--- src/sc_sync_map.svh ---
// Register offsets, field positions, reset values and response codes of the synchronous card block
`ifndef SC_SYNC_MAP_SVH
`define SC_SYNC_MAP_SVH
`define SC_OFF_SEL   8'h00
`define SC_OFF_PROT  8'h04
`define SC_OFF_IRQ   8'h08
`define SC_OFF_IEN   8'h0C
`define SC_OFF_ICTL  8'h10
`define SC_OFF_ECTL  8'h14
`define SC_OFF_TXC   8'h18
`define SC_OFF_TXD   8'h1C
`define SC_OFF_RXC   8'h20
`define SC_OFF_RXD   8'h24
`define SC_OFF_ETU   8'h28
`define SC_OFF_RLEN  8'h2C
`define SC_OFF_ICLK  8'h30
`define SC_OFF_ECLK  8'h34
`define SC_SEL_BYPASS  1
`define SC_PROT_ISYNC  7
`define SC_PROT_NINE   6
`define SC_PROT_ESYNC  5
`define SC_IRQ_LEN     7
`define SC_IRQ_RXAV    4
`define SC_TXC_DIRECT  7
`define SC_ETU_RST     8'h0F
`define SC_CLKDIV_RST  8'h03
`define SC_RESP_OKAY   2'h0
`define SC_RESP_SLVERR 2'h2
`endif

--- src/sc_sync_pkg.sv ---
// Types shared by the synchronous card block
package sc_sync_pkg;
	// Pins of one card interface
	typedef struct packed {
		logic clk;   // Card clock
		logic ioOut; // Card I/O level when driven
		logic ioOe;  // High while the I/O pin is driven
	} card_pins_s;
	// Software control of one card interface, bit 4 down to bit 0
	typedef struct packed {
		logic stopLevel; // Clock stop level
		logic halt;      // Clock halt request
		logic txMode;    // 1 transmit, 0 receive
		logic ioDir;     // 1 drives the I/O pin
		logic ioData;    // Level driven under register control
	} card_ctl_s;
	// Register decode
	typedef enum {REG_SEL, REG_PROT, REG_IRQ, REG_IEN, REG_ICTL, REG_ECTL, REG_TXC, REG_TXD,
		REG_RXC, REG_RXD, REG_ETU, REG_RLEN, REG_ICLK, REG_ECLK, REG_NONE} reg_e;
	// Synchronous clock engine
	typedef enum {CLK_RUN, CLK_STOPPED} clk_state_e;
endpackage

--- src/smart_card_sync.sv ---
// Smart card bypass and synchronous mode logic with an AXI4-Lite register slave
`timescale 1ns/1ps
`include "sc_sync_map.svh"
module smart_card_sync (
	input  wire logic                     clock,
	input  wire logic                     sys_rst,
	input  wire logic [7:0]               s_axi_awaddr,
	input  wire logic                     s_axi_awvalid,
	output logic                          s_axi_awready,
	input  wire logic [31:0]              s_axi_wdata,
	input  wire logic [3:0]               s_axi_wstrb,
	input  wire logic                     s_axi_wvalid,
	output logic                          s_axi_wready,
	output logic [1:0]                    s_axi_bresp,
	output logic                          s_axi_bvalid,
	input  wire logic                     s_axi_bready,
	input  wire logic [7:0]               s_axi_araddr,
	input  wire logic                     s_axi_arvalid,
	output logic                          s_axi_arready,
	output logic [31:0]                   s_axi_rdata,
	output logic [1:0]                    s_axi_rresp,
	output logic                          s_axi_rvalid,
	input  wire logic                     s_axi_rready,
	output sc_sync_pkg::card_pins_s       intCard,
	input  wire logic                     intIoIn,
	output sc_sync_pkg::card_pins_s       extCard,
	input  wire logic                     extIoIn,
	output logic                          lengthIrq
);
	import sc_sync_pkg::*;

	////////////////////////////////////////////////////////////////////////////////
	// Address decode shared by the read and write paths
	function automatic reg_e decodeReg(input logic [7:0] addr);
		case (addr)
			`SC_OFF_SEL:  decodeReg = REG_SEL;
			`SC_OFF_PROT: decodeReg = REG_PROT;
			`SC_OFF_IRQ:  decodeReg = REG_IRQ;
			`SC_OFF_IEN:  decodeReg = REG_IEN;
			`SC_OFF_ICTL: decodeReg = REG_ICTL;
			`SC_OFF_ECTL: decodeReg = REG_ECTL;
			`SC_OFF_TXC:  decodeReg = REG_TXC;
			`SC_OFF_TXD:  decodeReg = REG_TXD;
			`SC_OFF_RXC:  decodeReg = REG_RXC;
			`SC_OFF_RXD:  decodeReg = REG_RXD;
			`SC_OFF_ETU:  decodeReg = REG_ETU;
			`SC_OFF_RLEN: decodeReg = REG_RLEN;
			`SC_OFF_ICLK: decodeReg = REG_ICLK;
			`SC_OFF_ECLK: decodeReg = REG_ECLK;
			default:      decodeReg = REG_NONE;
		endcase
	endfunction

	////////////////////////////////////////////////////////////////////////////////
	// Declarations
	logic [1:0]  selField_q;     // Interface select field
	logic        bypass_q;       // UART bypass
	logic [7:0]  prot_q;         // Protocol control register
	logic [7:0]  ien_q;          // Interrupt enables
	logic        direct_q;       // Direct I/O control mode
	card_ctl_s   ctl_q [2];      // Per interface control, 0 internal, 1 external
	logic [1:0]  sampleIo_q;     // Sampled I/O levels
	logic [7:0]  clkDiv_q [2];   // Asynchronous card clock dividers
	logic [7:0]  etuDiv_q;       // ETU divisor
	logic [7:0]  lenMax_q;       // Loaded length
	logic [7:0]  lenCnt_q;       // Falling edges counted
	logic        lenDone_q;      // Length reached flag
	logic        awHeld_q;       // Write address latched
	logic [7:0]  awAddr_q;       // Latched write address
	logic        wHeld_q;        // Write data latched
	logic [7:0]  wByte_q;        // Latched write byte
	logic        wLane0_q;       // Low byte lane enabled
	logic        lastTxRead_q;   // Previous access read transmit data
	logic [7:0]  txMem [2];      // Transmit FIFO storage
	logic        txWp_q, txRp_q; // Transmit pointers
	logic [1:0]  txCnt_q;        // Transmit fill
	logic [8:0]  rxMem [2];      // Receive FIFO storage
	logic        rxWp_q, rxRp_q; // Receive pointers
	logic [1:0]  rxCnt_q;        // Receive fill
	logic [8:0]  rxShift_q;      // Deserializer
	logic [3:0]  bitPtr_q;       // Serializer bit pointer
	logic        txModePrev_q;   // Direction seen last cycle
	logic        ioBit_q;        // Serial output level
	logic [7:0]  etuCnt_q;       // ETU counter
	logic        sclk_q;         // Synchronous clock
	logic        sclkPrev_q;     // Clock one cycle earlier
	logic        haltPrev_q;     // Halt one cycle earlier
	logic        skip_q;         // Suppress next FIFO fall
	clk_state_e  clkState_q;     // Clock engine state
	logic [7:0]  freeCnt_q [2];  // Asynchronous divider counters
	logic [1:0]  freeClk_q;      // Asynchronous clocks
	logic        doWrite, rdGo, selInt, selExt, selIdx, syncOn, etuTick;
	logic        riseEv, fallEv, haltFall, atEnd, regCtl, fifoPath, fifoFall, rxRise;
	logic [7:0]  wrByte, rdByte;
	reg_e        wrReg, rdReg;
	logic [1:0]  ioIn;
	card_pins_s  pins [2];

	////////////////////////////////////////////////////////////////////////////////
	// Decoded selection and events
	always_comb
	begin
		selInt   = selField_q[1];
		selExt   = selField_q == 2'h1;
		selIdx   = !selInt;
		syncOn   = (selInt && prot_q[`SC_PROT_ISYNC]) ||
		           (selExt && prot_q[`SC_PROT_ESYNC]);
		// At or past the divisor, so lowering it mid-phase cannot stall until a wrap
		etuTick  = etuCnt_q >= etuDiv_q;
		riseEv   = sclk_q && !sclkPrev_q;
		fallEv   = !sclk_q && sclkPrev_q;
		haltFall = haltPrev_q && !ctl_q[selIdx].halt;
		atEnd    = lenMax_q == 8'h00 || lenCnt_q == lenMax_q;
		regCtl   = bypass_q || lenMax_q == 8'h00 || (atEnd && direct_q);
		fifoPath = syncOn && !atEnd && !bypass_q;
		fifoFall = fallEv && fifoPath && ctl_q[selIdx].txMode && !skip_q;
		rxRise   = riseEv && fifoPath && !ctl_q[selIdx].txMode;
		ioIn     = {extIoIn, intIoIn};
	end

	////////////////////////////////////////////////////////////////////////////////
	// AXI4-Lite handshakes
	assign s_axi_awready = !awHeld_q && !s_axi_bvalid;
	assign s_axi_wready  = !wHeld_q && !s_axi_bvalid;
	assign s_axi_arready = !s_axi_rvalid;
	assign doWrite       = awHeld_q && wHeld_q && !s_axi_bvalid;
	assign rdGo          = s_axi_arvalid && s_axi_arready;
	assign wrReg         = decodeReg(awAddr_q);
	assign rdReg         = decodeReg(s_axi_araddr);
	assign wrByte        = wByte_q;

	// Write channel latches and response
	always_ff @(posedge clock)
	begin
		if (sys_rst)
		begin
			awHeld_q     <= 1'b0;
			wHeld_q      <= 1'b0;
			awAddr_q     <= 8'h00;
			wByte_q      <= 8'h00;
			wLane0_q     <= 1'b0;
			s_axi_bvalid <= 1'b0;
			s_axi_bresp  <= `SC_RESP_OKAY;
		end
		else
		begin
			if (s_axi_awvalid && s_axi_awready)
			begin
				awHeld_q <= 1'b1;
				awAddr_q <= s_axi_awaddr;
			end
			if (s_axi_wvalid && s_axi_wready)
			begin
				wHeld_q  <= 1'b1;
				wByte_q  <= s_axi_wdata[7:0];
				wLane0_q <= s_axi_wstrb[0];
			end
			// Both halves present: perform the write and answer
			if (doWrite)
			begin
				awHeld_q     <= 1'b0;
				wHeld_q      <= 1'b0;
				s_axi_bvalid <= 1'b1;
				s_axi_bresp  <= (wrReg == REG_NONE) ? `SC_RESP_SLVERR : `SC_RESP_OKAY;
			end
			else if (s_axi_bready)
				s_axi_bvalid <= 1'b0;
		end
	end

	// Read data multiplexer
	always_comb
	begin
		case (rdReg)
			REG_SEL:  rdByte = {4'h0, selField_q, bypass_q, 1'b0};
			REG_PROT: rdByte = prot_q;
			REG_IRQ:  rdByte = {lenDone_q, 2'h0, rxCnt_q != 2'h0, 4'h0};
			REG_IEN:  rdByte = ien_q;
			REG_ICTL: rdByte = {2'h0, sampleIo_q[0], ctl_q[0]};
			REG_ECTL: rdByte = {2'h0, sampleIo_q[1], ctl_q[1]};
			REG_TXC:  rdByte = {direct_q, 5'h00, txCnt_q};
			REG_TXD:  rdByte = txMem[txRp_q];
			REG_RXC:  rdByte = {rxMem[rxRp_q][8], 5'h00, rxCnt_q == 2'h2, rxCnt_q != 2'h0};
			REG_RXD:  rdByte = rxMem[rxRp_q][7:0];
			REG_ETU:  rdByte = etuDiv_q;
			REG_RLEN: rdByte = lenCnt_q;
			REG_ICLK: rdByte = clkDiv_q[0];
			REG_ECLK: rdByte = clkDiv_q[1];
			default:  rdByte = 8'h00;
		endcase
	end

	// Read channel: answer one cycle after the address is taken
	always_ff @(posedge clock)
	begin
		if (sys_rst)
		begin
			s_axi_rvalid <= 1'b0;
			s_axi_rdata  <= 32'h0000_0000;
			s_axi_rresp  <= `SC_RESP_OKAY;
		end
		else if (rdGo)
		begin
			s_axi_rvalid <= 1'b1;
			s_axi_rdata  <= {24'h000000, rdByte};
			s_axi_rresp  <= (rdReg == REG_NONE) ? `SC_RESP_SLVERR : `SC_RESP_OKAY;
		end
		else if (s_axi_rready)
			s_axi_rvalid <= 1'b0;
	end

	////////////////////////////////////////////////////////////////////////////////
	// Software written configuration
	always_ff @(posedge clock)
	begin
		if (sys_rst)
		begin
			selField_q <= 2'h0;
			bypass_q   <= 1'b0;
			prot_q     <= 8'h00;
			ien_q      <= 8'h00;
			direct_q   <= 1'b0;
			etuDiv_q   <= `SC_ETU_RST;
			ctl_q[0]   <= '0;
			ctl_q[1]   <= '0;
			clkDiv_q[0] <= `SC_CLKDIV_RST;
			clkDiv_q[1] <= `SC_CLKDIV_RST;
		end
		else if (doWrite && wLane0_q)
		begin
			case (wrReg)
				REG_SEL:
				begin
					selField_q <= wrByte[3:2];
					bypass_q   <= wrByte[`SC_SEL_BYPASS];
				end
				REG_PROT: prot_q      <= wrByte;
				REG_IEN:  ien_q       <= wrByte;
				REG_ICTL: ctl_q[0]    <= wrByte[4:0];
				REG_ECTL: ctl_q[1]    <= wrByte[4:0];
				REG_TXC:  direct_q    <= wrByte[`SC_TXC_DIRECT];
				REG_ETU:  etuDiv_q    <= wrByte;
				REG_ICLK: clkDiv_q[0] <= wrByte;
				REG_ECLK: clkDiv_q[1] <= wrByte;
				default:  ;
			endcase
		end
	end

	////////////////////////////////////////////////////////////////////////////////
	// Synchronous clock engine driven by the ETU counter
	always_ff @(posedge clock)
	begin
		if (sys_rst || !syncOn)
		begin
			etuCnt_q   <= 8'h00;
			sclk_q     <= 1'b0;
			clkState_q <= CLK_RUN;
			skip_q     <= 1'b0;
		end
		else
		begin
			etuCnt_q <= etuTick ? 8'h00 : etuCnt_q + 8'h01;
			if (fallEv)
				skip_q <= 1'b0;
			case (clkState_q)
				CLK_RUN:
				begin
					// Phase ends; stop only once the stop level is reached
					if (etuTick && ctl_q[selIdx].halt && sclk_q == ctl_q[selIdx].stopLevel)
						clkState_q <= CLK_STOPPED;
					else if (etuTick)
						sclk_q <= !sclk_q;
				end
				CLK_STOPPED:
				begin
					if (haltFall)
					begin
						clkState_q <= CLK_RUN;
						etuCnt_q   <= 8'h00;
						if (sclk_q)
						begin
							sclk_q <= 1'b0;
							skip_q <= lenMax_q != 8'h00 && lenCnt_q == 8'h00;
						end
					end
				end
				default: clkState_q <= CLK_RUN;
			endcase
		end
	end

	// Edge detection history
	always_ff @(posedge clock)
	begin
		if (sys_rst)
		begin
			sclkPrev_q   <= 1'b0;
			haltPrev_q   <= 1'b0;
			txModePrev_q <= 1'b0;
		end
		else
		begin
			sclkPrev_q   <= sclk_q;
			haltPrev_q   <= ctl_q[selIdx].halt;
			txModePrev_q <= ctl_q[selIdx].txMode;
		end
	end

	////////////////////////////////////////////////////////////////////////////////
	// Length counter and its flags
	always_ff @(posedge clock)
	begin
		if (sys_rst)
		begin
			lenMax_q  <= 8'h00;
			lenCnt_q  <= 8'h00;
			lenDone_q <= 1'b0;
		end
		else
		begin
			if (doWrite && wLane0_q && wrReg == REG_RLEN)
			begin
				lenMax_q <= wrByte;
				lenCnt_q <= 8'h00;
			end
			else if (fallEv && syncOn && !atEnd)
				lenCnt_q <= lenCnt_q + 8'h01;
			// Set wins over clear-on-read
			if (fallEv && syncOn && !atEnd && lenCnt_q + 8'h01 == lenMax_q)
				lenDone_q <= 1'b1;
			else if (rdGo && rdReg == REG_IRQ)
				lenDone_q <= 1'b0;
		end
	end
	assign lengthIrq = (lenDone_q && ien_q[`SC_IRQ_LEN]) ||
	                   (rxCnt_q != 2'h0 && ien_q[`SC_IRQ_RXAV]);

	////////////////////////////////////////////////////////////////////////////////
	// Transmit FIFO, two bytes
	always_ff @(posedge clock)
	begin
		if (doWrite && wLane0_q && wrReg == REG_TXD && txCnt_q != 2'h2)
			txMem[txWp_q] <= wrByte;
	end

	// Transmit pointers and double read reset
	always_ff @(posedge clock)
	begin
		if (sys_rst)
		begin
			txWp_q       <= 1'b0;
			txRp_q       <= 1'b0;
			txCnt_q      <= 2'h0;
			lastTxRead_q <= 1'b0;
		end
		else
		begin
			if (rdGo)
				lastTxRead_q <= rdReg == REG_TXD && !lastTxRead_q;
			else if (doWrite)
				lastTxRead_q <= 1'b0;
			if (rdGo && rdReg == REG_TXD && lastTxRead_q)
			begin
				txWp_q  <= txRp_q;
				txCnt_q <= 2'h0;
			end
			else
			begin
				if (doWrite && wLane0_q && wrReg == REG_TXD && txCnt_q != 2'h2)
					txWp_q <= !txWp_q;
				if (fifoFall && bitPtr_q == 4'h7 && txCnt_q != 2'h0)
					txRp_q <= !txRp_q;
				txCnt_q <= txCnt_q
					+ ((doWrite && wLane0_q && wrReg == REG_TXD && txCnt_q != 2'h2) ? 2'h1 : 2'h0)
					- ((fifoFall && bitPtr_q == 4'h7 && txCnt_q != 2'h0) ? 2'h1 : 2'h0);
			end
		end
	end

	////////////////////////////////////////////////////////////////////////////////
	// Serializer and deserializer
	always_ff @(posedge clock)
	begin
		if (sys_rst)
		begin
			bitPtr_q  <= 4'h0;
			ioBit_q   <= 1'b1;
			rxShift_q <= 9'h000;
		end
		else if (ctl_q[selIdx].txMode != txModePrev_q)
			bitPtr_q <= 4'h0;
		else if (fifoFall)
		begin
			ioBit_q  <= (txCnt_q != 2'h0) ? txMem[txRp_q][bitPtr_q[2:0]] : 1'b1;
			bitPtr_q <= (bitPtr_q == 4'h7) ? 4'h0 : bitPtr_q + 4'h1;
		end
		else if (rxRise)
		begin
			rxShift_q[bitPtr_q] <= ioIn[selIdx];
			if (bitPtr_q == (prot_q[`SC_PROT_NINE] ? 4'h8 : 4'h7))
				bitPtr_q <= 4'h0;
			else
				bitPtr_q <= bitPtr_q + 4'h1;
		end
	end

	// Receive FIFO, two words of up to nine bits
	always_ff @(posedge clock)
	begin
		if (sys_rst)
		begin
			rxWp_q  <= 1'b0;
			rxRp_q  <= 1'b0;
			rxCnt_q <= 2'h0;
		end
		else
		begin
			if (rxRise && bitPtr_q == (prot_q[`SC_PROT_NINE] ? 4'h8 : 4'h7) && rxCnt_q != 2'h2)
			begin
				rxMem[rxWp_q] <= prot_q[`SC_PROT_NINE] ? {ioIn[selIdx], rxShift_q[7:0]}
					: {1'b0, ioIn[selIdx], rxShift_q[6:0]};
				rxWp_q <= !rxWp_q;
			end
			if (rdGo && rdReg == REG_RXD && rxCnt_q != 2'h0)
				rxRp_q <= !rxRp_q;
			rxCnt_q <= rxCnt_q
				+ ((rxRise && bitPtr_q == (prot_q[`SC_PROT_NINE] ? 4'h8 : 4'h7)
					&& rxCnt_q != 2'h2) ? 2'h1 : 2'h0)
				- ((rdGo && rdReg == REG_RXD && rxCnt_q != 2'h0) ? 2'h1 : 2'h0);
		end
	end

	////////////////////////////////////////////////////////////////////////////////
	// Per interface dividers, I/O sampling and pin drive
	genvar i;
	generate
		for (i = 0; i < 2; i++)
		begin : gIf
			// Asynchronous card clock divider
			always_ff @(posedge clock)
			begin
				if (sys_rst)
				begin
					freeCnt_q[i] <= 8'h00;
					freeClk_q[i] <= 1'b0;
				end
				else if (freeCnt_q[i] == clkDiv_q[i])
				begin
					freeCnt_q[i] <= 8'h00;
					freeClk_q[i] <= !freeClk_q[i];
				end
				else
					freeCnt_q[i] <= freeCnt_q[i] + 8'h01;
			end
			// Sampled I/O level: on clock rise in sync mode, else followed
			always_ff @(posedge clock)
			begin
				if (sys_rst)
					sampleIo_q[i] <= 1'b1;
				else if (!(syncOn && selIdx == i) || riseEv)
					sampleIo_q[i] <= ioIn[i];
			end
			// Pin drive
			always_comb
			begin
				if (syncOn && selIdx == i)
					pins[i].clk = sclk_q;
				else if (prot_q[i ? `SC_PROT_ESYNC : `SC_PROT_ISYNC])
					pins[i].clk = 1'b0;
				else if (ctl_q[i].halt)
					pins[i].clk = ctl_q[i].stopLevel;
				else
					pins[i].clk = freeClk_q[i];
				if (syncOn && selIdx == i && !regCtl)
				begin
					pins[i].ioOut = ioBit_q;
					pins[i].ioOe  = ctl_q[i].txMode;
				end
				else
				begin
					pins[i].ioOut = ctl_q[i].ioData;
					pins[i].ioOe  = ctl_q[i].ioDir;
				end
			end
		end
	endgenerate
	assign intCard = pins[0];
	assign extCard = pins[1];
endmodule

--- config.mk ---
export PLATFORM = sky130hd
export DESIGN_NAME = smart_card_sync
export DESIGN_NICKNAME = d
export VERILOG_FILES = /design/src/sc_sync_pkg.sv /design/src/smart_card_sync.sv
export VERILOG_INCLUDE_DIRS = /design/src /design/src/src
export SDC_FILE = /design/constraint.sdc
export NUM_CORES = 1
export LEC_CHECK = 0
export BUFFER_PORTS_ARGS = -buffer_cell sky130_fd_sc_hd__buf_4
export CORE_MARGIN = 3
export CORE_UTILIZATION = 30
export CTS_BUF_LIST = sky130_fd_sc_hd__clkbuf_4
export CTS_CLUSTER_DIAMETER = 50
export CTS_CLUSTER_SIZE = 14
export DETAILED_ROUTE_END_ITERATION = 8
export HOLD_SLACK_MARGIN = 0.06
export PLACE_DENSITY_LB_ADDON = 0.05
export SLEW_MARGIN = 20
export SYNTH_ARGS = -nofsm -noshare
export SYNTH_HDL_FRONTEND = slang
export SYNTH_MEMORY_MAX_BITS = 65536
export SYNTH_SLANG_ARGS = --single-unit
export TNS_END_PERCENT = 1
--- constraint.sdc ---
create_clock -name clock -period 3.8 [get_ports clock]
set_input_delay 0.76 -clock clock [delete_from_list [all_inputs] [get_ports clock]]
set_output_delay 0.76 -clock clock [all_outputs]
set_load 0.05 [all_outputs]
# Word level (Yosys, flattened, before mapping)
# Memory sizes are Yosys's and may differ from the RTL's. A register that Yosys moved wholly into a read port is not among the register bits.
# Index checks and enable logic that the tools add are counted.
[classes] mux=104 magnitude_cmp=5 eq_ne=45 n_bitwise=11 reduce_logical=109 add_sub_neg=9
[ops] operator="$eq A32 B4 Y1 const B" count=11
[ops] operator="$eq A32 B3 Y1 const B" count=8
[ops] operator="$eq A32 B5 Y1 const B" count=4
[ops] operator="$mux W32" count=4
[ops] operator="$pmux W8 S14" count=1
[ops] operator="$eq A32 B1 Y1 const B" count=3
[ops] operator="$eq A32 B2 Y1 const B" count=3
[ops] operator="$logic_not A32 Y1" count=3
[ops] operator="$mux W8" count=9
[ops] operator="$mux W1" count=71
[ops] operator="$pmux W32 S2" count=1
[ops] operator="$logic_and A1 B1 Y1" count=47
[ops] operator="$add A8 B1 Y8 const B" count=4
[ops] operator="$eq A8 B8 Y1" count=4
[ops] operator="$logic_not A1 Y1" count=23
[ops] operator="$mux W4" count=5
[ops] operator="$reduce_bool A2 Y1" count=9
[ops] operator="$logic_not A8 Y1" count=2
[ops] operator="$reduce_and A2 Y1" count=8
[ops] operator="$mux W6" count=2
[ops] operator="$ne A2 B2 Y1 const B" count=6
[ops] operator="$mux W5" count=2
[ops] operator="$bwmux W9" count=1
[ops] operator="$mux W9" count=1
[ops] operator="26 further kinds" count=51
[word_totals] n_memories=7 reg_bits=150 word_cells=330 ram_bits=76 output_inout_bits=48 mem_bits_ro=512
[mem_list] name="(name not given)" words=64 word_bits=4 rd=1 rd_clocked_by_memory_dff=0 write_ports=0 line_no="smart_card_sync.sv:35" rtl="case (addr)"
[mem_list] name="(name not given)" words=64 word_bits=4 rd=1 rd_clocked_by_memory_dff=1 write_ports=0 line_no="smart_card_sync.sv:35"
[mem_list] name="rxMem" words=2 word_bits=9 rd=1 rd_clocked_by_memory_dff=1 write_ports=1 line_no="smart_card_sync.sv:77" rtl="logic [8:0] rxMem [2];"
[mem_list] name="clkDiv_q" words=2 word_bits=8 rd=2 rd_clocked_by_memory_dff=0 write_ports=2 line_no="smart_card_sync.sv:63" rtl="logic [7:0] clkDiv_q [2];"
[mem_list] name="freeCnt_q" words=2 word_bits=8 rd=2 rd_clocked_by_memory_dff=0 write_ports=2 line_no="smart_card_sync.sv:90" rtl="logic [7:0] freeCnt_q [2];"
[mem_list] name="txMem" words=2 word_bits=8 rd=1 rd_clocked_by_memory_dff=1 write_ports=1 line_no="smart_card_sync.sv:74" rtl="logic [7:0] txMem [2];"
[mem_list] name="+1 memories"

# Logic depth before layout (Yosys ltp)
# Gate-level depths: netlist of run 1.
[depth] depth_word=13 mapped_depth=12

# Worst setup path before layout of run 1
# OpenSTA, ideal clock, no wires.
[synth_timing] path_kind="in2reg" startpoint="input s_axi_araddr[1]" endpoint="register rxCnt_q[1]" setup_slack_ns=0.980 required_ns=3.672 path_stages=9 t_arrival_ns=2.692 path_cell_list="nor4_2 nand2b_1 nor4_2 ha_1 inv_1 ha_1 xor2_1 xnor2_1 nor2_1"
[synth_via] elab_chain_len=7
[synth_rtl] item="from (decl)" line_no="smart_card_sync.sv:17" rtl="input wire logic [7:0] s_axi_araddr,"
[synth_rtl] item="$mem_v2 Z64 W4"
[synth_rtl] item="$mux W32" line_no="smart_card_sync.sv:35"
[synth_rtl] item="$eq A32 B5 Y1" line_no="smart_card_sync.sv:430" rtl="- ((rdGo && rdReg == REG_RXD && rxCnt_q != 2'h0) ? 2'h1 : 2'h0);"
[synth_rtl] item="$logic_and A1 B1 Y1 (2 in a row)" line_no="smart_card_sync.sv:430"
[synth_rtl] item="$mux W1" line_no="smart_card_sync.sv:430"
[synth_rtl] item="$sub A2 B1 Y2" line_no="smart_card_sync.sv:427" rtl="rxCnt_q <= rxCnt_q"
[synth_rtl] item="to (signal assigned)" line_no="smart_card_sync.sv:427"
[synth_rtl] item="to (decl)" line_no="smart_card_sync.sv:79" rtl="logic [1:0] rxCnt_q;"
# Every way passes these cells.
# A chain may end at the register's enable or synchronous reset.

==> results of run 1 <==
[worst max-delay path, delay by kind of cell (launching register included)]
family                 cells  cell delay [ps]
AND/OR/NAND/NOR            2              520
XOR/XNOR                   1              220
buffers and inverters      1              200
multiplexers               1              380
AO/OA/AOI/OAI              1              220
flip-flops                 1              640
[how the worst max path moves through the flow]
stage | depth (start not counted) | from | endpoint | slack, ps
2_1_floorplan | 9 | s_axi_araddr[1] | rxCnt_q[1]$_SDFF_PP0_ | 980
3_3_place_gp | 10 | s_axi_araddr[1] | rxCnt_q[1]$_SDFF_PP0_ | 440
3_5_place_dp | 10 | s_axi_araddr[1] | rxCnt_q[1]$_SDFF_PP0_ | 480
4_1_cts | 6 | lenCnt_q[3]$_SDFFE_PP0P_ | extCard[1] | 180
5_1_grt | 6 | lenCnt_q[6]$_SDFFE_PP0P_ | intCard[1] | 40
6_report | 6 | lenCnt_q[3]$_SDFFE_PP0P_ | intCard[1] | 220
[Yosys cell counts (8+ instances only)]
cell / count
sky130_fd_sc_hd__dfxtp_1: 122
sky130_fd_sc_hd__nor2_1: 122
sky130_fd_sc_hd__mux2i_1: 80
sky130_fd_sc_hd__nand2_1: 80
sky130_fd_sc_hd__edfxtp_1: 76
sky130_fd_sc_hd__a21oi_1: 41
sky130_fd_sc_hd__xnor2_1: 41
sky130_fd_sc_hd__nand3_1: 39
sky130_fd_sc_hd__inv_1: 31
sky130_fd_sc_hd__clkbuf_1: 30
sky130_fd_sc_hd__buf_4: 27
sky130_fd_sc_hd__xor2_1: 23
sky130_fd_sc_hd__nor3_1: 22
sky130_fd_sc_hd__o21ai_0: 22
sky130_fd_sc_hd__ha_1: 21
sky130_fd_sc_hd__nand2b_1: 20
sky130_fd_sc_hd__and2_1: 18
sky130_fd_sc_hd__and3_1: 12
sky130_fd_sc_hd__a311oi_1: 11
sky130_fd_sc_hd__nor2b_1: 11
sky130_fd_sc_hd__o211ai_1: 10
sky130_fd_sc_hd__a31oi_1: 9
sky130_fd_sc_hd__nand4_1: 9
sky130_fd_sc_hd__a21o_1: 8
sky130_fd_sc_hd__a41oi_1: 8
[cells in the final DEF (no fill, tap or decap), types with 6 or more instances in the layout]
master / n
sky130_fd_sc_hd__dfxtp_1: 122
sky130_fd_sc_hd__diode_2: 7
sky130_fd_sc_hd__edfxtp_1: 76
sky130_fd_sc_hd__nand3_1: 39
sky130_fd_sc_hd__xnor2_1: 41
sky130_fd_sc_hd__buf_4: 75
sky130_fd_sc_hd__conb_1: 42
sky130_fd_sc_hd__o22ai_1: 6
sky130_fd_sc_hd__o211ai_1: 10
sky130_fd_sc_hd__nor2_1: 122
sky130_fd_sc_hd__and3_1: 12
sky130_fd_sc_hd__nand2_1: 80
sky130_fd_sc_hd__o21ai_0: 22
sky130_fd_sc_hd__a221oi_1: 7
sky130_fd_sc_hd__nand2b_1: 20
sky130_fd_sc_hd__nor2b_1: 11
sky130_fd_sc_hd__a41oi_1: 8
sky130_fd_sc_hd__mux2i_1: 80
sky130_fd_sc_hd__a21o_1: 8
sky130_fd_sc_hd__xor2_1: 23
sky130_fd_sc_hd__inv_1: 31
sky130_fd_sc_hd__and2_1: 18
sky130_fd_sc_hd__nand4_1: 9
sky130_fd_sc_hd__mux2_2: 6
sky130_fd_sc_hd__nor3_1: 22
sky130_fd_sc_hd__a21oi_1: 41
sky130_fd_sc_hd__a31oi_1: 9
sky130_fd_sc_hd__o31ai_1: 7
sky130_fd_sc_hd__ha_1: 21
sky130_fd_sc_hd__clkbuf_4: 17
sky130_fd_sc_hd__a311oi_1: 11
[area by class of cell]
cell class | instances | area [sq um] | share of cell area (%)
inverters | 32 | 120 | 1.07
clock inverters | 15 | 194 | 1.73
repair buffers | 75 | 563 | 5.01
clock buffers | 17 | 128 | 1.14
diodes | 7 | 17.5 | 0.156
multi-input cells | 757 | 4930 | 43.9
flip-flops and latches | 198 | 4720 | 42.1
well taps | 442 | 553 | 4.92
[where the power goes]
group | switching (mW) | leakage (nW) | internal (mW)
Sequential | 0.0770 | 1.72 | 2.25
Clock | 0.823 | 0.173 | 0.477
Combinational | 0.250 | 2.22 | 0.108
[registers in the layout, summed over array words and instances, names as in the netlist, 4 cells and up, named ones only]
signal	cells
awAddr_q	8
bitPtr_q	4
txMem	16
etuCnt_q	8
lenCnt_q	8
clkDiv_q	16
wByte_q	8
lenMax_q	8
ctl_q	10
freeCnt_q	16
prot_q	8
s_axi_rdata	8
rxMem	18
etuDiv_q	8
ien_q	8
rxShift_q	8
[layer usage]
layer  track usage (%)  vias to the layer above  part of all wire [%]
li1                  -                     3742                     -
met1              24.9                     3702                    48
met2              28.5                      200                    46
met3              2.75                       28                   4.0
met4              5.41                        0                   2.1
met5                 0                        -                     0
[cells by family after synthesis]
logic type	count (synthesis)
buffers and inverters	103
flip-flops	198
multiplexers	89
XOR/XNOR	64
adder cells (fa/ha/maj)	21
other	2
AO/OA/AOI/OAI	165
AND/OR/NAND/NOR	376
[through the flow]
step / power [mW] / setup WS, ps / instances / cell area [sq um]
2_1_floorplan: 2.61 / 980 / 1058 / 10200
4_1_cts: 4.04 / 182 / 1536 / 11200
5_1_grt: 4.16 / 37.7 / 1541 / 11200
3_5_place_dp: 2.73 / 480 / 1504 / 10900
3_3_place_gp: 2.73 / 436 / 1504 / 10900
6_report: 3.98 / 223 / 1543 / 11200
==> impl_table.tex, run 1 <==
\begin{tabular}{lr}
\hline
Metric & Value \\
\hline
\multicolumn{2}{l}{\textbf{Outcome}} \\
\quad Run status & finished, final reports clean \\
\multicolumn{2}{l}{\textbf{Synthesis}} \\
\quad Number of standard cells after synthesis & 1018 \\
\quad Fraction of the mapped netlist area in simple logic gates & 18.8\% \\
\quad Post-synth EDFFs & 76 \\
\quad Yosys warns & 0 \\
\quad Ys flop type & sky130\_fd\_sc\_hd\_\_dfxtp\_1 \\
\quad Library cells used by synthesis & 75 \\
\quad Area share of the largest cell type after synthesis & 24.4\% \\
\quad Total of flip-flops plus latches after synthesis & 198 \\
\quad Post-synthesis async set-or-reset flop share & 0\% \\
\quad Syn Std Cell Area & 0.0100 sq mm \\
\quad Synth Area per Inst & 9.83 sq um \\
\quad Post-synthesis sequential area ratio & 47.2\% \\
\quad Synth Area in Compound Gates & 11.4\% \\
\quad Synthesized-area fraction occupied by adder cells & 2.62\% \\
\quad XOR/XNOR Fraction of Synth Area & 5.60\% \\
\quad Cell taking the most area after synthesis & sky130\_fd\_sc\_hd\_\_dfxtp\_1 \\
\quad Largest family of logic cells by synthesized area & simple AND/OR/NAND/NOR gates \\
\quad Multiplexer fraction of the synthesized cell area & 9.26\% \\
\quad Largest cells by area after synthesis & sky130\_fd\_sc\_hd\_\_dfxtp\_1, sky130\_fd\_sc\_hd\_\_edfxtp\_1, sky130\_fd\_sc\_hd\_\_mux2i\_1, sky130\_fd\_sc\_hd\_\_nor2\_1, sky130\_fd\_sc\_hd\_\_xnor2\_1 \\
\multicolumn{2}{l}{\textbf{Global route}} \\
\quad Global router's overall resource usage & 17.8\% \\
\quad Number of antenna violations at the first check in global routing & 1 \\
\quad Global-route congestion overflow total & 0 \\
\quad Vias in the first global route & 7369 \\
\quad Maximum number of pins on one net before global-route repair & 49 \\
\quad Wire length of the first global-routing pass & 47200 um \\
\multicolumn{2}{l}{\textbf{Critical path}} \\
\quad Startpoint of the lowest-slack register-to-register path & selField\_q[1]\$\_SDFFE\_PP0P\_ \\
\quad Critical Path Fanout Max & 8 \\
\quad Kind of start point of the critical path & flip-flop \\
\quad Depth of the worst register-to-register path & 10 \\
\quad Crit path DAT & 2820 ps \\
\quad Internal reg-to-reg setup slack & 970 ps \\
\quad Critical Path Sink Type & output port \\
\quad Setup CP Type & reg -> out \\
\quad Required time at the endpoint of the critical path & 3040 ps \\
\quad CP cell instances & xnor2\_1 > nand4\_1 > nor2\_1 > a2111o\_1 > mux2\_2 > buf\_4 \\
\quad Worst reg2reg endpoint & txCnt\_q[1]\$\_SDFF\_PP0\_ \\
\quad CP max stage delay & 640 ps \\
\quad Cell with the largest stage delay on the worst path & sky130\_fd\_sc\_hd\_\_dfxtp\_1 \\
\multicolumn{2}{l}{\textbf{Clock tree}} \\
\quad Clock tree from TritonCTS & done \\
\quad Number of setup buffers added after CTS & 0 \\
\quad Clk sink count & 198 \\
\quad CTS H-tree lvls & 4 \\
\quad Clk Latency, worst-skew pair & 640 ps \\
\quad Number of buffers created by CTS & 17 \\
\quad Buffer cell driving the clock tree root & sky130\_fd\_sc\_hd\_\_clkbuf\_4 \\
\quad Register clock-pin slew on the reported worst setup and hold paths & 180 ps \\
\quad Hold buffer count at CTS & 0 \\
\quad PostCTS Resize Cnt & 0 \\
\quad Clock buffer depth & 2 \\
\multicolumn{2}{l}{\textbf{Route}} \\
\quad Routed via count & 7672 \\
\quad Drt drc & 0 \\
\quad Number of routed nets with antenna violations & 0 \\
\quad Detailed-route vias per instance & 4.97 \\
\quad Drt wl/cell & 20.5 um \\
\quad Final Routed Wirelength & 31600 um \\
\quad DR iter-0 viols & 524 \\
\quad Number of search-and-repair iterations in the first detailed-routing pass & 7 \\
\multicolumn{2}{l}{\textbf{Die}} \\
\quad Die area & 0.0356 sq mm \\
\quad Number of rows created at floorplan & 66 \\
\quad Width of the die & 189 um \\
\quad Initial cell density of the core & 30.6\% \\
\quad Vertical die dimension & 189 um \\
\quad Number of I/O pins & 109 \\
\quad Floorplan core area & 0.0327 sq mm \\
\multicolumn{2}{l}{\textbf{Pwr}} \\
\quad Leakage & 4.11 nW \\
\quad Maximum vdd ir drop & 0.183 mV \\
\quad Power density normalized to cell area & 355 mW/mm\^{}2 \\
\multicolumn{2}{l}{\textbf{STA}} \\
\quad Unrepaired setup endpoints after global routing & no \\
\quad Shortest clock period the worst path allows after layout & 3580 ps \\
\quad Relative slew margins & 42.9\% \\
\quad Slew at the pin closest to its max-slew limit & 848 ps \\
\quad Post-route fraction of the period consumed by the critical path & 94.1\% \\
\quad Post-Route Hold Slack & 364 ps \\
\quad Total count of hold-check failures in the final report & 0 \\
\quad Sum Neg Setup Slack & 0 ps \\
\quad Fmax & 280 MHz \\
\quad Final setup vio count & 0 \\
\quad Final Skew & 30.7 ps \\
\quad Final Max Tran Viols & 0 \\
\multicolumn{2}{l}{\textbf{Placement}} \\
\quad HPWL Detailed & 23200 um \\
\quad Placer Congestion & 0.851 \\
\quad PortBufs & 55 \\
\multicolumn{2}{l}{\textbf{Finish}} \\
\quad Post-route core utilization & 34.3\% \\
\quad Area grow syn2layout & 12.2\% \\
\quad Fill cell count & 3426 \\
\quad Number of nets in the finished design & 1163 \\
\quad Ratio of cells with drive above 1 in the final layout & 11.7\% \\
\multicolumn{2}{l}{\textbf{Min path}} \\
\quad Class of the tightest hold or removal check & in -> reg \\
\quad Startpoint of the most critical hold path & s\_axi\_rready \\
\quad Hold path cells & 3 \\
\quad Hold path endpoint & s\_axi\_rvalid\$\_SDFFE\_PP0P\_ \\
\multicolumn{2}{l}{\textbf{Run}} \\
\quad Max-cap violations & 0 \\
\hline
\end{tabular}
No activity file was read; power rests on OpenSTA's default activity.
==> run 2, diff against run 1 <==
--- a/config.mk
+++ b/config.mk
@@ -8,2 +8,3 @@
 export LEC_CHECK = 0
+export ABC_CLOCK_PERIOD_IN_PS = 3800
 export BUFFER_PORTS_ARGS = -buffer_cell sky130_fd_sc_hd__buf_4
==> constraint.sdc (replaced) <==
create_clock -name clock -period 3.8 [get_ports clock]
set_input_delay 0.38 -clock clock [delete_from_list [all_inputs] [get_ports clock]]
set_output_delay 0.38 -clock clock [all_outputs]
set_load 0.05 [all_outputs]
==> run 2 against run 1 <==
Net effect:
- via count grew 0.31%
- critical path type unchanged
- largest cell class unchanged
- fmax up 13%
- highest routed layer unchanged
- hold slack got worse by 220 ps
==> impl_table.tex, run 2 (synthesis gave the netlist of run 1 again) <==
\begin{tabular}{lr}
\hline
Metric & Value \\
\hline
\multicolumn{2}{l}{\textbf{Placement}} \\
\quad PortBufs & 55 (unchanged) \\
\quad HPWL Detailed & 23200 um (+0.15\%) \\
\quad Placer Congestion & 0.849 (-0.20\%) \\
\multicolumn{2}{l}{\textbf{Clock tree}} \\
\quad Clk Latency, worst-skew pair & 630 ps (about the same) \\
\quad Number of buffers created by CTS & 17 (unchanged) \\
\quad Hold buffer count at CTS & 21 (+21) \\
\quad Clk sink count & 198 (unchanged) \\
\quad Clock tree from TritonCTS & done \\
\quad PostCTS Resize Cnt & 0 (unchanged) \\
\quad CTS H-tree lvls & 4 (unchanged) \\
\quad Register clock-pin slew on the reported worst setup and hold paths & 180 ps (about the same) \\
\quad Clock buffer depth & 2 (unchanged) \\
\quad Number of setup buffers added after CTS & 0 (unchanged) \\
\quad Buffer cell driving the clock tree root & sky130\_fd\_sc\_hd\_\_clkbuf\_4 \\
\multicolumn{2}{l}{\textbf{Finish}} \\
\quad Most used cells in the layout excluding fill and tap cells & sky130\_fd\_sc\_hd\_\_nor2\_1, sky130\_fd\_sc\_hd\_\_dfxtp\_1, sky130\_fd\_sc\_hd\_\_nand2\_1, sky130\_fd\_sc\_hd\_\_mux2i\_1, sky130\_fd\_sc\_hd\_\_edfxtp\_1 \\
\quad Number of nets in the finished design & 1180 (+1.5\%) \\
\quad Fill cell count & 3438 (+0.35\%) \\
\quad Largest register by flop count & rxMem \\
\quad Total area of multi-input combinational cells & 0.00493 sq mm (unchanged) \\
\quad Ratio of cells with drive above 1 in the final layout & 11.1\% (-0.63 points) \\
\quad Area grow syn2layout & 13.2\% \\
\quad FF/Latch Area & 0.00472 sq mm (unchanged) \\
\quad Number of flip-flops under the largest register name & 18 (unchanged) \\
\multicolumn{2}{l}{\textbf{Global route}} \\
\quad Global-route congestion overflow total & 0 (unchanged) \\
\quad Wire length of the first global-routing pass & 47800 um (+1.3\%) \\
\quad Global router's overall resource usage & 17.9\% (+0.13 points) \\
\quad Number of antenna violations at the first check in global routing & 1 (unchanged) \\
\quad Maximum number of pins on one net before global-route repair & 60 (+22\%) \\
\quad Vias in the first global route & 7467 (+1.3\%) \\
\multicolumn{2}{l}{\textbf{STA}} \\
\quad Final Skew & 33.9 ps (+3.15 ps) \\
\quad Slew at the pin closest to its max-slew limit & 872 ps (+24.2 ps) \\
\quad Final Max Tran Viols & 0 (unchanged) \\
\quad Fmax & 317 MHz (+13\%) \\
\quad Relative slew margins & 41.2\% (-1.6 points) \\
\quad Final setup vio count & 0 (unchanged) \\
\quad Unrepaired setup endpoints after global routing & no \\
\quad Shortest clock period the worst path allows after layout & 3160 ps (-418 ps) \\
\quad Sum Neg Setup Slack & 0 ps (unchanged) \\
\quad Post-route fraction of the period consumed by the critical path & 83.1\% (-11 points) \\
\quad Total count of hold-check failures in the final report & 0 (unchanged) \\
\multicolumn{2}{l}{\textbf{Critical path}} \\
\quad Worst path most repeated cell & sky130\_fd\_sc\_hd\_\_buf\_4 \\
\quad CP max stage delay & 610 ps (-30 ps) \\
\quad Cell with the largest stage delay on the worst path & sky130\_fd\_sc\_hd\_\_dfxtp\_1 \\
\quad Required time at the endpoint of the critical path & 3420 ps (+380 ps) \\
\quad Kind of start point of the critical path & flip-flop \\
\quad Critical Path Sink Type & output port \\
\quad Cell type group with the largest total delay on the critical path & flip-flops \\
\quad Combined buffer and inverter count along the critical path & 2 (+1) \\
\quad Critical Path Fanout Max & 10 (+2) \\
\quad Setup CP Type & reg -> out \\
\quad CP cell instances & xnor2\_1 > nand4\_1 > buf\_4 > nor2\_1 > a2111o\_1 > mux2\_2 > buf\_4 \\
\quad Crit path DAT & 2780 ps (-40 ps) \\
\multicolumn{2}{l}{\textbf{Route}} \\
\quad Final Routed Wirelength & 31700 um (+0.46\%) \\
\quad Number of routed nets with antenna violations & 0 (unchanged) \\
\quad Drt wl/cell & 20.4 um (-0.38\%) \\
\quad Routed via count & 7696 (+0.31\%) \\
\quad Number of search-and-repair iterations in the first detailed-routing pass & 5 (-2) \\
\quad Drt drc & 0 (unchanged) \\
\quad Detailed-route vias per instance & 4.95 (-0.53\%) \\
\quad DR iter-0 viols & 437 (-17\%) \\
\multicolumn{2}{l}{\textbf{Die}} \\
\quad Width of the die & 189 um (unchanged) \\
\quad Die area & 0.0356 sq mm (unchanged) \\
\quad Number of I/O pins & 109 (unchanged) \\
\quad Initial cell density of the core & 30.6\% (unchanged) \\
\quad Number of rows created at floorplan & 66 (unchanged) \\
\quad Floorplan core area & 0.0327 sq mm (unchanged) \\
\quad Vertical die dimension & 189 um (unchanged) \\
\multicolumn{2}{l}{\textbf{Pwr}} \\
\quad Power density normalized to cell area & 336 mW/mm\^{}2 (-5.4\%) \\
\quad Maximum vdd ir drop & 0.189 mV (+3.3\%) \\
\quad Power, Total & 3.80 mW (-4.5\%) \\
\quad Leakage & 4.14 nW (+0.88\%) \\
\multicolumn{2}{l}{\textbf{Run}} \\
\quad Max-cap violations & 0 (unchanged) \\
\multicolumn{2}{l}{\textbf{Outcome}} \\
\quad Run status & finished, final reports clean \\
\multicolumn{2}{l}{\textbf{Min path}} \\
\quad Class of the tightest hold or removal check & in -> reg \\
\hline
\end{tabular}
[run 2: changes by cell type in the layout (fill, tap and decap cells not counted), sizes merged]
cell	previous run	this run
dlygate4sd3	0	21
buf	75	71
diode	7	3
bufinv	3	0
clkinv	6	8
clkbuf	17	18
[run 2: final cells by class]
class	count	share of cell area [%]
repair buffers	92	6.56
multi-input cells	757	43.5
clock buffers	18	1.19
flip-flops and latches	198	41.7
clock inverters	14	1.06
diodes	3	0.0662
well taps	442	4.88
inverters	32	1.06
[run 2: report_power, final]
part	switching, mW	internal, mW	total [mW]
logic	0.255	0.121	0.376
registers	0.0764	2.25	2.32
clock network	0.815	0.288	1.10
[run 2: stage by stage]
stage	hold slack (ps)	utilization [%]	std cells	setup WS, ps	instance area (sq um)
2_1_floorplan	426	-	1058	1360	10200
3_5_place_dp	451	33.2	1500	966	10900
3_3_place_gp	442	33.2	1500	941	10900
4_1_cts	73.3	34.6	1553	565	11300
6_report	141	34.7	1556	641	11300
5_1_grt	105	34.7	1556	450	11300
[run 2: final timing paths]
kind,startpoint,slack (ps),endpoint,cells after the start
hold / removal,s_axi_awvalid,140,awAddr_q[1]$_SDFFE_PP0P_,4
setup reg to reg,selField_q[1]$_SDFFE_PP0P_,930,rxCnt_q[1]$_SDFF_PP0_,10
hold reg to reg,awAddr_q[0]$_SDFFE_PP0P_,470,awAddr_q[0]$_SDFFE_PP0P_,2
setup / recovery,lenCnt_q[4]$_SDFFE_PP0P_,640,extCard[0],7
[run 2: worst reg2reg max path, stage by stage (launching register included)]
cell and delay [ps]:
sky130_fd_sc_hd__dfxtp_1 610, sky130_fd_sc_hd__nand2_1 290, sky130_fd_sc_hd__a221oi_1 390, sky130_fd_sc_hd__o21a_1 280, sky130_fd_sc_hd__nand3_1 260, sky130_fd_sc_hd__ha_1 360, sky130_fd_sc_hd__inv_1 40, sky130_fd_sc_hd__ha_1 180
sky130_fd_sc_hd__xor2_1 160, sky130_fd_sc_hd__xnor2_1 140, sky130_fd_sc_hd__nor2_1 50
[run 2: metal layers]
layer / track usage [%] / vias to the layer above / routed length (um) / share of wire (%)
li1: - / 3774 / - / -
met1: 25.2 / 3722 / 15400 / 48
met2: 28.8 / 173 / 14700 / 46
met3: 3.01 / 27 / 1180 / 3.7
met4: 4.44 / 0 / 531 / 1.7
met5: 0 / - / 0 / 0
==> run 3, diff against run 2 <==
- ABC_AREA: unset -> 1
- ABC_CLOCK_PERIOD_IN_PS: 3800 -> 2900
- clock period: 3.8 -> 2.9 ns (I/O delays scaled with it)
==> run 3 against run 2 <==
Net effect:
- synthesized cell count is 22% higher
- final area up 0.19%
- critical path depth increased by 6
- critical endpoint is now txCnt_q[1]$_SDFF_PP0_
- largest cell class is now registers
- via count is 6.7% higher
- hold slack better by 43 ps
- highest routed layer unchanged
- clock power rose by 35%
- die area down 0.77%
- utilization increased by 0.69 points
- sequential share of layout area about the same
==> impl_table.tex, run 3 <==
\begin{tabular}{lr}
\hline
Metric & Value \\
\hline
\multicolumn{2}{l}{\textbf{Placement}} \\
\quad PortBufs & 55 (unchanged) \\
\quad Placer Congestion & 0.815 (-4.0\%) \\
\quad HPWL Detailed & 23100 um (-0.46\%) \\
\quad Setup Slack @ Placement & 281 ps (-685 ps) \\
\quad Cell area after placement & 0.0108 sq mm (-0.24\%) \\
\multicolumn{2}{l}{\textbf{Die}} \\
\quad Vertical die dimension & 188 um (-0.38\%) \\
\quad Width of the die & 188 um (-0.38\%) \\
\quad Floorplan core area & 0.0321 sq mm (-1.8\%) \\
\quad Number of rows created at floorplan & 65 (-1.5\%) \\
\quad Initial cell density of the core & 30.9\% (+0.30 points) \\
\quad Number of I/O pins & 109 (unchanged) \\
\quad Die area & 0.0353 sq mm (-0.77\%) \\
\multicolumn{2}{l}{\textbf{STA}} \\
\quad Final Max Tran Viols & 0 (unchanged) \\
\quad Relative slew margins & 57.5\% (+16 points) \\
\quad Fmax & 379 MHz \\
\quad Sum Neg Setup Slack & 0 ps (unchanged) \\
\quad Slew at the pin closest to its max-slew limit & 636 ps (-236 ps) \\
\quad Final setup vio count & 0 (unchanged) \\
\quad Setup WS post-layout & 259 ps (-382 ps) \\
\quad Post-route fraction of the period consumed by the critical path & 91.1\% \\
\quad Unrepaired setup endpoints after global routing & no \\
\quad Shortest clock period the worst path allows after layout & 2640 ps \\
\quad Total count of hold-check failures in the final report & 0 (unchanged) \\
\quad Final Skew & 34.5 ps (+0.669 ps) \\
\multicolumn{2}{l}{\textbf{Clock tree}} \\
\quad Clock tree from TritonCTS & done \\
\quad Clock buffer depth & 2 (unchanged) \\
\quad Register clock-pin slew on the reported worst setup and hold paths & 170 ps (about the same) \\
\quad Clk sink count & 198 (unchanged) \\
\quad Clk Latency, worst-skew pair & 620 ps (about the same) \\
\quad Buffer cell driving the clock tree root & sky130\_fd\_sc\_hd\_\_clkbuf\_4 \\
\quad Number of buffers created by CTS & 17 (unchanged) \\
\quad CTS H-tree lvls & 4 (unchanged) \\
\multicolumn{2}{l}{\textbf{Synthesis}} \\
\quad Post-synthesis sequential area ratio & 47.6\% (+0.37 points) \\
\quad Area share of the largest cell type after synthesis & 24.6\% (+0.19 points) \\
\quad Synth Area per Inst & 8.01 sq um (-19\%) \\
\quad Library cells used by synthesis & 45 (-40\%) \\
\quad Total of flip-flops plus latches after synthesis & 198 (unchanged) \\
\quad Post-synth EDFFs & 76 (unchanged) \\
\quad Ys flop type & sky130\_fd\_sc\_hd\_\_dfxtp\_1 \\
\quad Number of standard cells after synthesis & 1240 (+22\%) \\
\quad Most used standard cell by instance count after synthesis & sky130\_fd\_sc\_hd\_\_nand2\_1 \\
\quad Largest cells by area after synthesis & sky130\_fd\_sc\_hd\_\_dfxtp\_1, sky130\_fd\_sc\_hd\_\_edfxtp\_1, sky130\_fd\_sc\_hd\_\_nand2\_1, sky130\_fd\_sc\_hd\_\_nor2\_1, sky130\_fd\_sc\_hd\_\_nand3\_1 \\
\quad Cell taking the most area after synthesis & sky130\_fd\_sc\_hd\_\_dfxtp\_1 \\
\quad Cell types with the highest counts after synthesis & sky130\_fd\_sc\_hd\_\_nand2\_1, sky130\_fd\_sc\_hd\_\_nor2\_1, sky130\_fd\_sc\_hd\_\_dfxtp\_1, sky130\_fd\_sc\_hd\_\_inv\_1, sky130\_fd\_sc\_hd\_\_nand3\_1 \\
\quad Syn Std Cell Area & 0.00993 sq mm (-0.79\%) \\
\quad Post-synthesis async set-or-reset flop share & 0\% (unchanged) \\
\quad Yosys warns & 0 (unchanged) \\
\multicolumn{2}{l}{\textbf{Critical path}} \\
\quad Combined buffer and inverter count along the critical path & 3 (+1) \\
\quad Cell with the largest stage delay on the worst path & sky130\_fd\_sc\_hd\_\_dfxtp\_1 \\
\quad Levels on crit path & 13 (+6) \\
\quad Internal reg-to-reg setup slack & 260 ps (-670 ps) \\
\quad Crit path DAT & 3170 ps (+390 ps) \\
\quad Required time at the endpoint of the critical path & 3430 ps (about the same) \\
\quad Cell type group with the largest total delay on the critical path & simple AND/OR/NAND/NOR gates \\
\quad Kind of start point of the critical path & flip-flop \\
\quad Depth of the worst register-to-register path & 13 (+3) \\
\quad Critical Path Sink Type & flip-flop \\
\quad Critical Path Fanout Max & 6 (-4) \\
\quad Setup CP Type & reg -> reg \\
\quad CP cell instances & buf\_4 > nor2\_4 > nor2\_2 > nor2\_8 > nand4\_2 > nor2\_2 > inv\_1 > a21oi\_1 > ha\_1 > inv\_1 > ha\_1 > or2\_2 > a21oi\_1 \\
\quad CP max stage delay & 440 ps (-170 ps) \\
\multicolumn{2}{l}{\textbf{Global route}} \\
\quad Met1 capacity usage during global routing & 23.7\% (-1.5 points) \\
\quad Global routing met2 resource utilization & 28.2\% (-0.64 points) \\
\quad Vias in the first global route & 7742 (+3.7\%) \\
\quad Number of antenna violations at the first check in global routing & 1 (unchanged) \\
\quad Grt met3 use & 3.33\% (+0.31 points) \\
\quad Global router's overall resource usage & 17.2\% (-0.76 points) \\
\quad Global-route congestion overflow total & 0 (unchanged) \\
\quad Maximum number of pins on one net before global-route repair & 32 (-47\%) \\
\quad Most used routing layer in global routing & met2 \\
\quad Wire length of the first global-routing pass & 46300 um (-3.2\%) \\
\multicolumn{2}{l}{\textbf{Finish}} \\
\quad Most used cells in the layout excluding fill and tap cells & sky130\_fd\_sc\_hd\_\_nand2\_1, sky130\_fd\_sc\_hd\_\_nor2\_1, sky130\_fd\_sc\_hd\_\_inv\_1 \\
\quad Number of flip-flops under the largest register name & 18 (unchanged) \\
\quad Ratio of cells with drive above 1 in the final layout & 12.0\% (+0.97 points) \\
\quad Number of nets in the finished design & 1423 (+21\%) \\
\quad Area grow syn2layout & 14.3\% \\
\quad Area of all placed cells without fillers & 0.0114 sq mm (+0.19\%) \\
\quad Largest register by flop count & rxMem \\
\quad Commonest non-fill, non-tap cell in the layout & sky130\_fd\_sc\_hd\_\_nand2\_1 \\
\multicolumn{2}{l}{\textbf{Route}} \\
\quad Final Routed Wirelength & 30200 um (-4.8\%) \\
\quad Routed via count & 8213 (+6.7\%) \\
\quad Drt drc & 0 (unchanged) \\
\quad Number of search-and-repair iterations in the first detailed-routing pass & 5 (unchanged) \\
\quad DR iter-0 viols & 423 (-3.2\%) \\
\quad Detailed-route vias per instance & 4.59 (-7.2\%) \\
\quad Number of routed nets with antenna violations & 0 (unchanged) \\
\quad Drt wl/cell & 16.9 um (-17\%) \\
\multicolumn{2}{l}{\textbf{Run}} \\
\quad Max-cap violations & 0 (unchanged) \\
\multicolumn{2}{l}{\textbf{Outcome}} \\
\quad Run status & finished, final reports clean \\
\multicolumn{2}{l}{\textbf{Pwr}} \\
\quad Leakage & 4.76 nW (+15\%) \\
\quad Power density normalized to cell area & 443 mW/mm\^{}2 (+32\%) \\
\quad Power, Total & 5.03 mW (+32\%) \\
\quad Maximum vdd ir drop & 0.237 mV (+25\%) \\
\multicolumn{2}{l}{\textbf{Min path}} \\
\quad Class of the tightest hold or removal check & in -> reg \\
\quad Hold path cells & 5 (+1) \\
\hline
\end{tabular}
[run 3: kinds of logic (layout without fill, tap and decap cells)]
logic type	Yosys count	count (layout)	share of synthesized area, %
simple gates	601	601	27.5
compound gates	184	184	9.74
fa+ha+maj	21	21	2.65
xor+xnor	41	41	3.62
flops	198	198	47.6
mux	2	2	0.202
other cells	2	43	0.0756
buf+inv	191	265	8.68
[run 3: metrics by stage]
stage | hold slack (ps) | utilization (%) | instances
after floorplan | 403 | - | 1280
after global placement | 450 | 33.7 | 1732
after detailed placement | 458 | 33.7 | 1732
after CTS | 111 | 35.3 | 1789
after global routing | 142 | 35.3 | 1790
final | 184 | 35.3 | 1790
[run 3: timing repair]
action,in CTS,in global routing
endpoints found under the setup margin,0,2
hold endpoints to repair,28,0
hold buffers,25,0
resized for setup,0,5
buffers inserted,0,0
[run 3: power by group]
part,switching [mW],internal (mW)
sequential,0.0584,2.96
clock,1.04,0.447
combinational,0.376,0.150
total,1.48,3.55
[run 3: worst register-to-register path: cells and delay by family (launching register included)]
| kind | cells | cell delay (ps) |
|---|---|---|
| and+or+nand+nor | 6 | 1170 |
| DFF | 1 | 440 |
| buffers and inverters | 3 | 350 |
| AOI/OAI and AO/OA | 2 | 300 |
| adders and majority gates | 2 | 310 |
[run 3: cell type report]
| type | instances | area [sq um] |
|---|---|---|
| fill | 3469 | 20800 |
| clock buffer | 18 | 135 |
| multi-input combinational | 891 | 4500 |
| clock inverter | 14 | 124 |
| timing repair buffer | 99 | 818 |
| antenna | 1 | 2.50 |
| sequential | 198 | 4730 |
| inverter | 134 | 503 |
| tap | 435 | 544 |
[run 3: worst paths after layout]
kind                                    start                     endpoint
setup / recovery   selField_q[1]$_SDFFE_PP0P_        txCnt_q[1]$_SDFF_PP0_
hold reg to reg   s_axi_rdata[4]$_SDFFE_PP0P_  s_axi_rdata[4]$_SDFFE_PP0P_
hold / removal                s_axi_araddr[4]    lastTxRead_q$_SDFFE_PP0P_
setup reg to reg   selField_q[1]$_SDFFE_PP0P_        txCnt_q[1]$_SDFF_PP0_
[run 3: metal layers]
layer,share of wire (%),up-vias,wire length [um]
met1,47,3824,14300
met2,47,149,14300
li1,-,4222,-
met3,4.1,18,1240
met4,1.1,0,333
met5,0,-,0
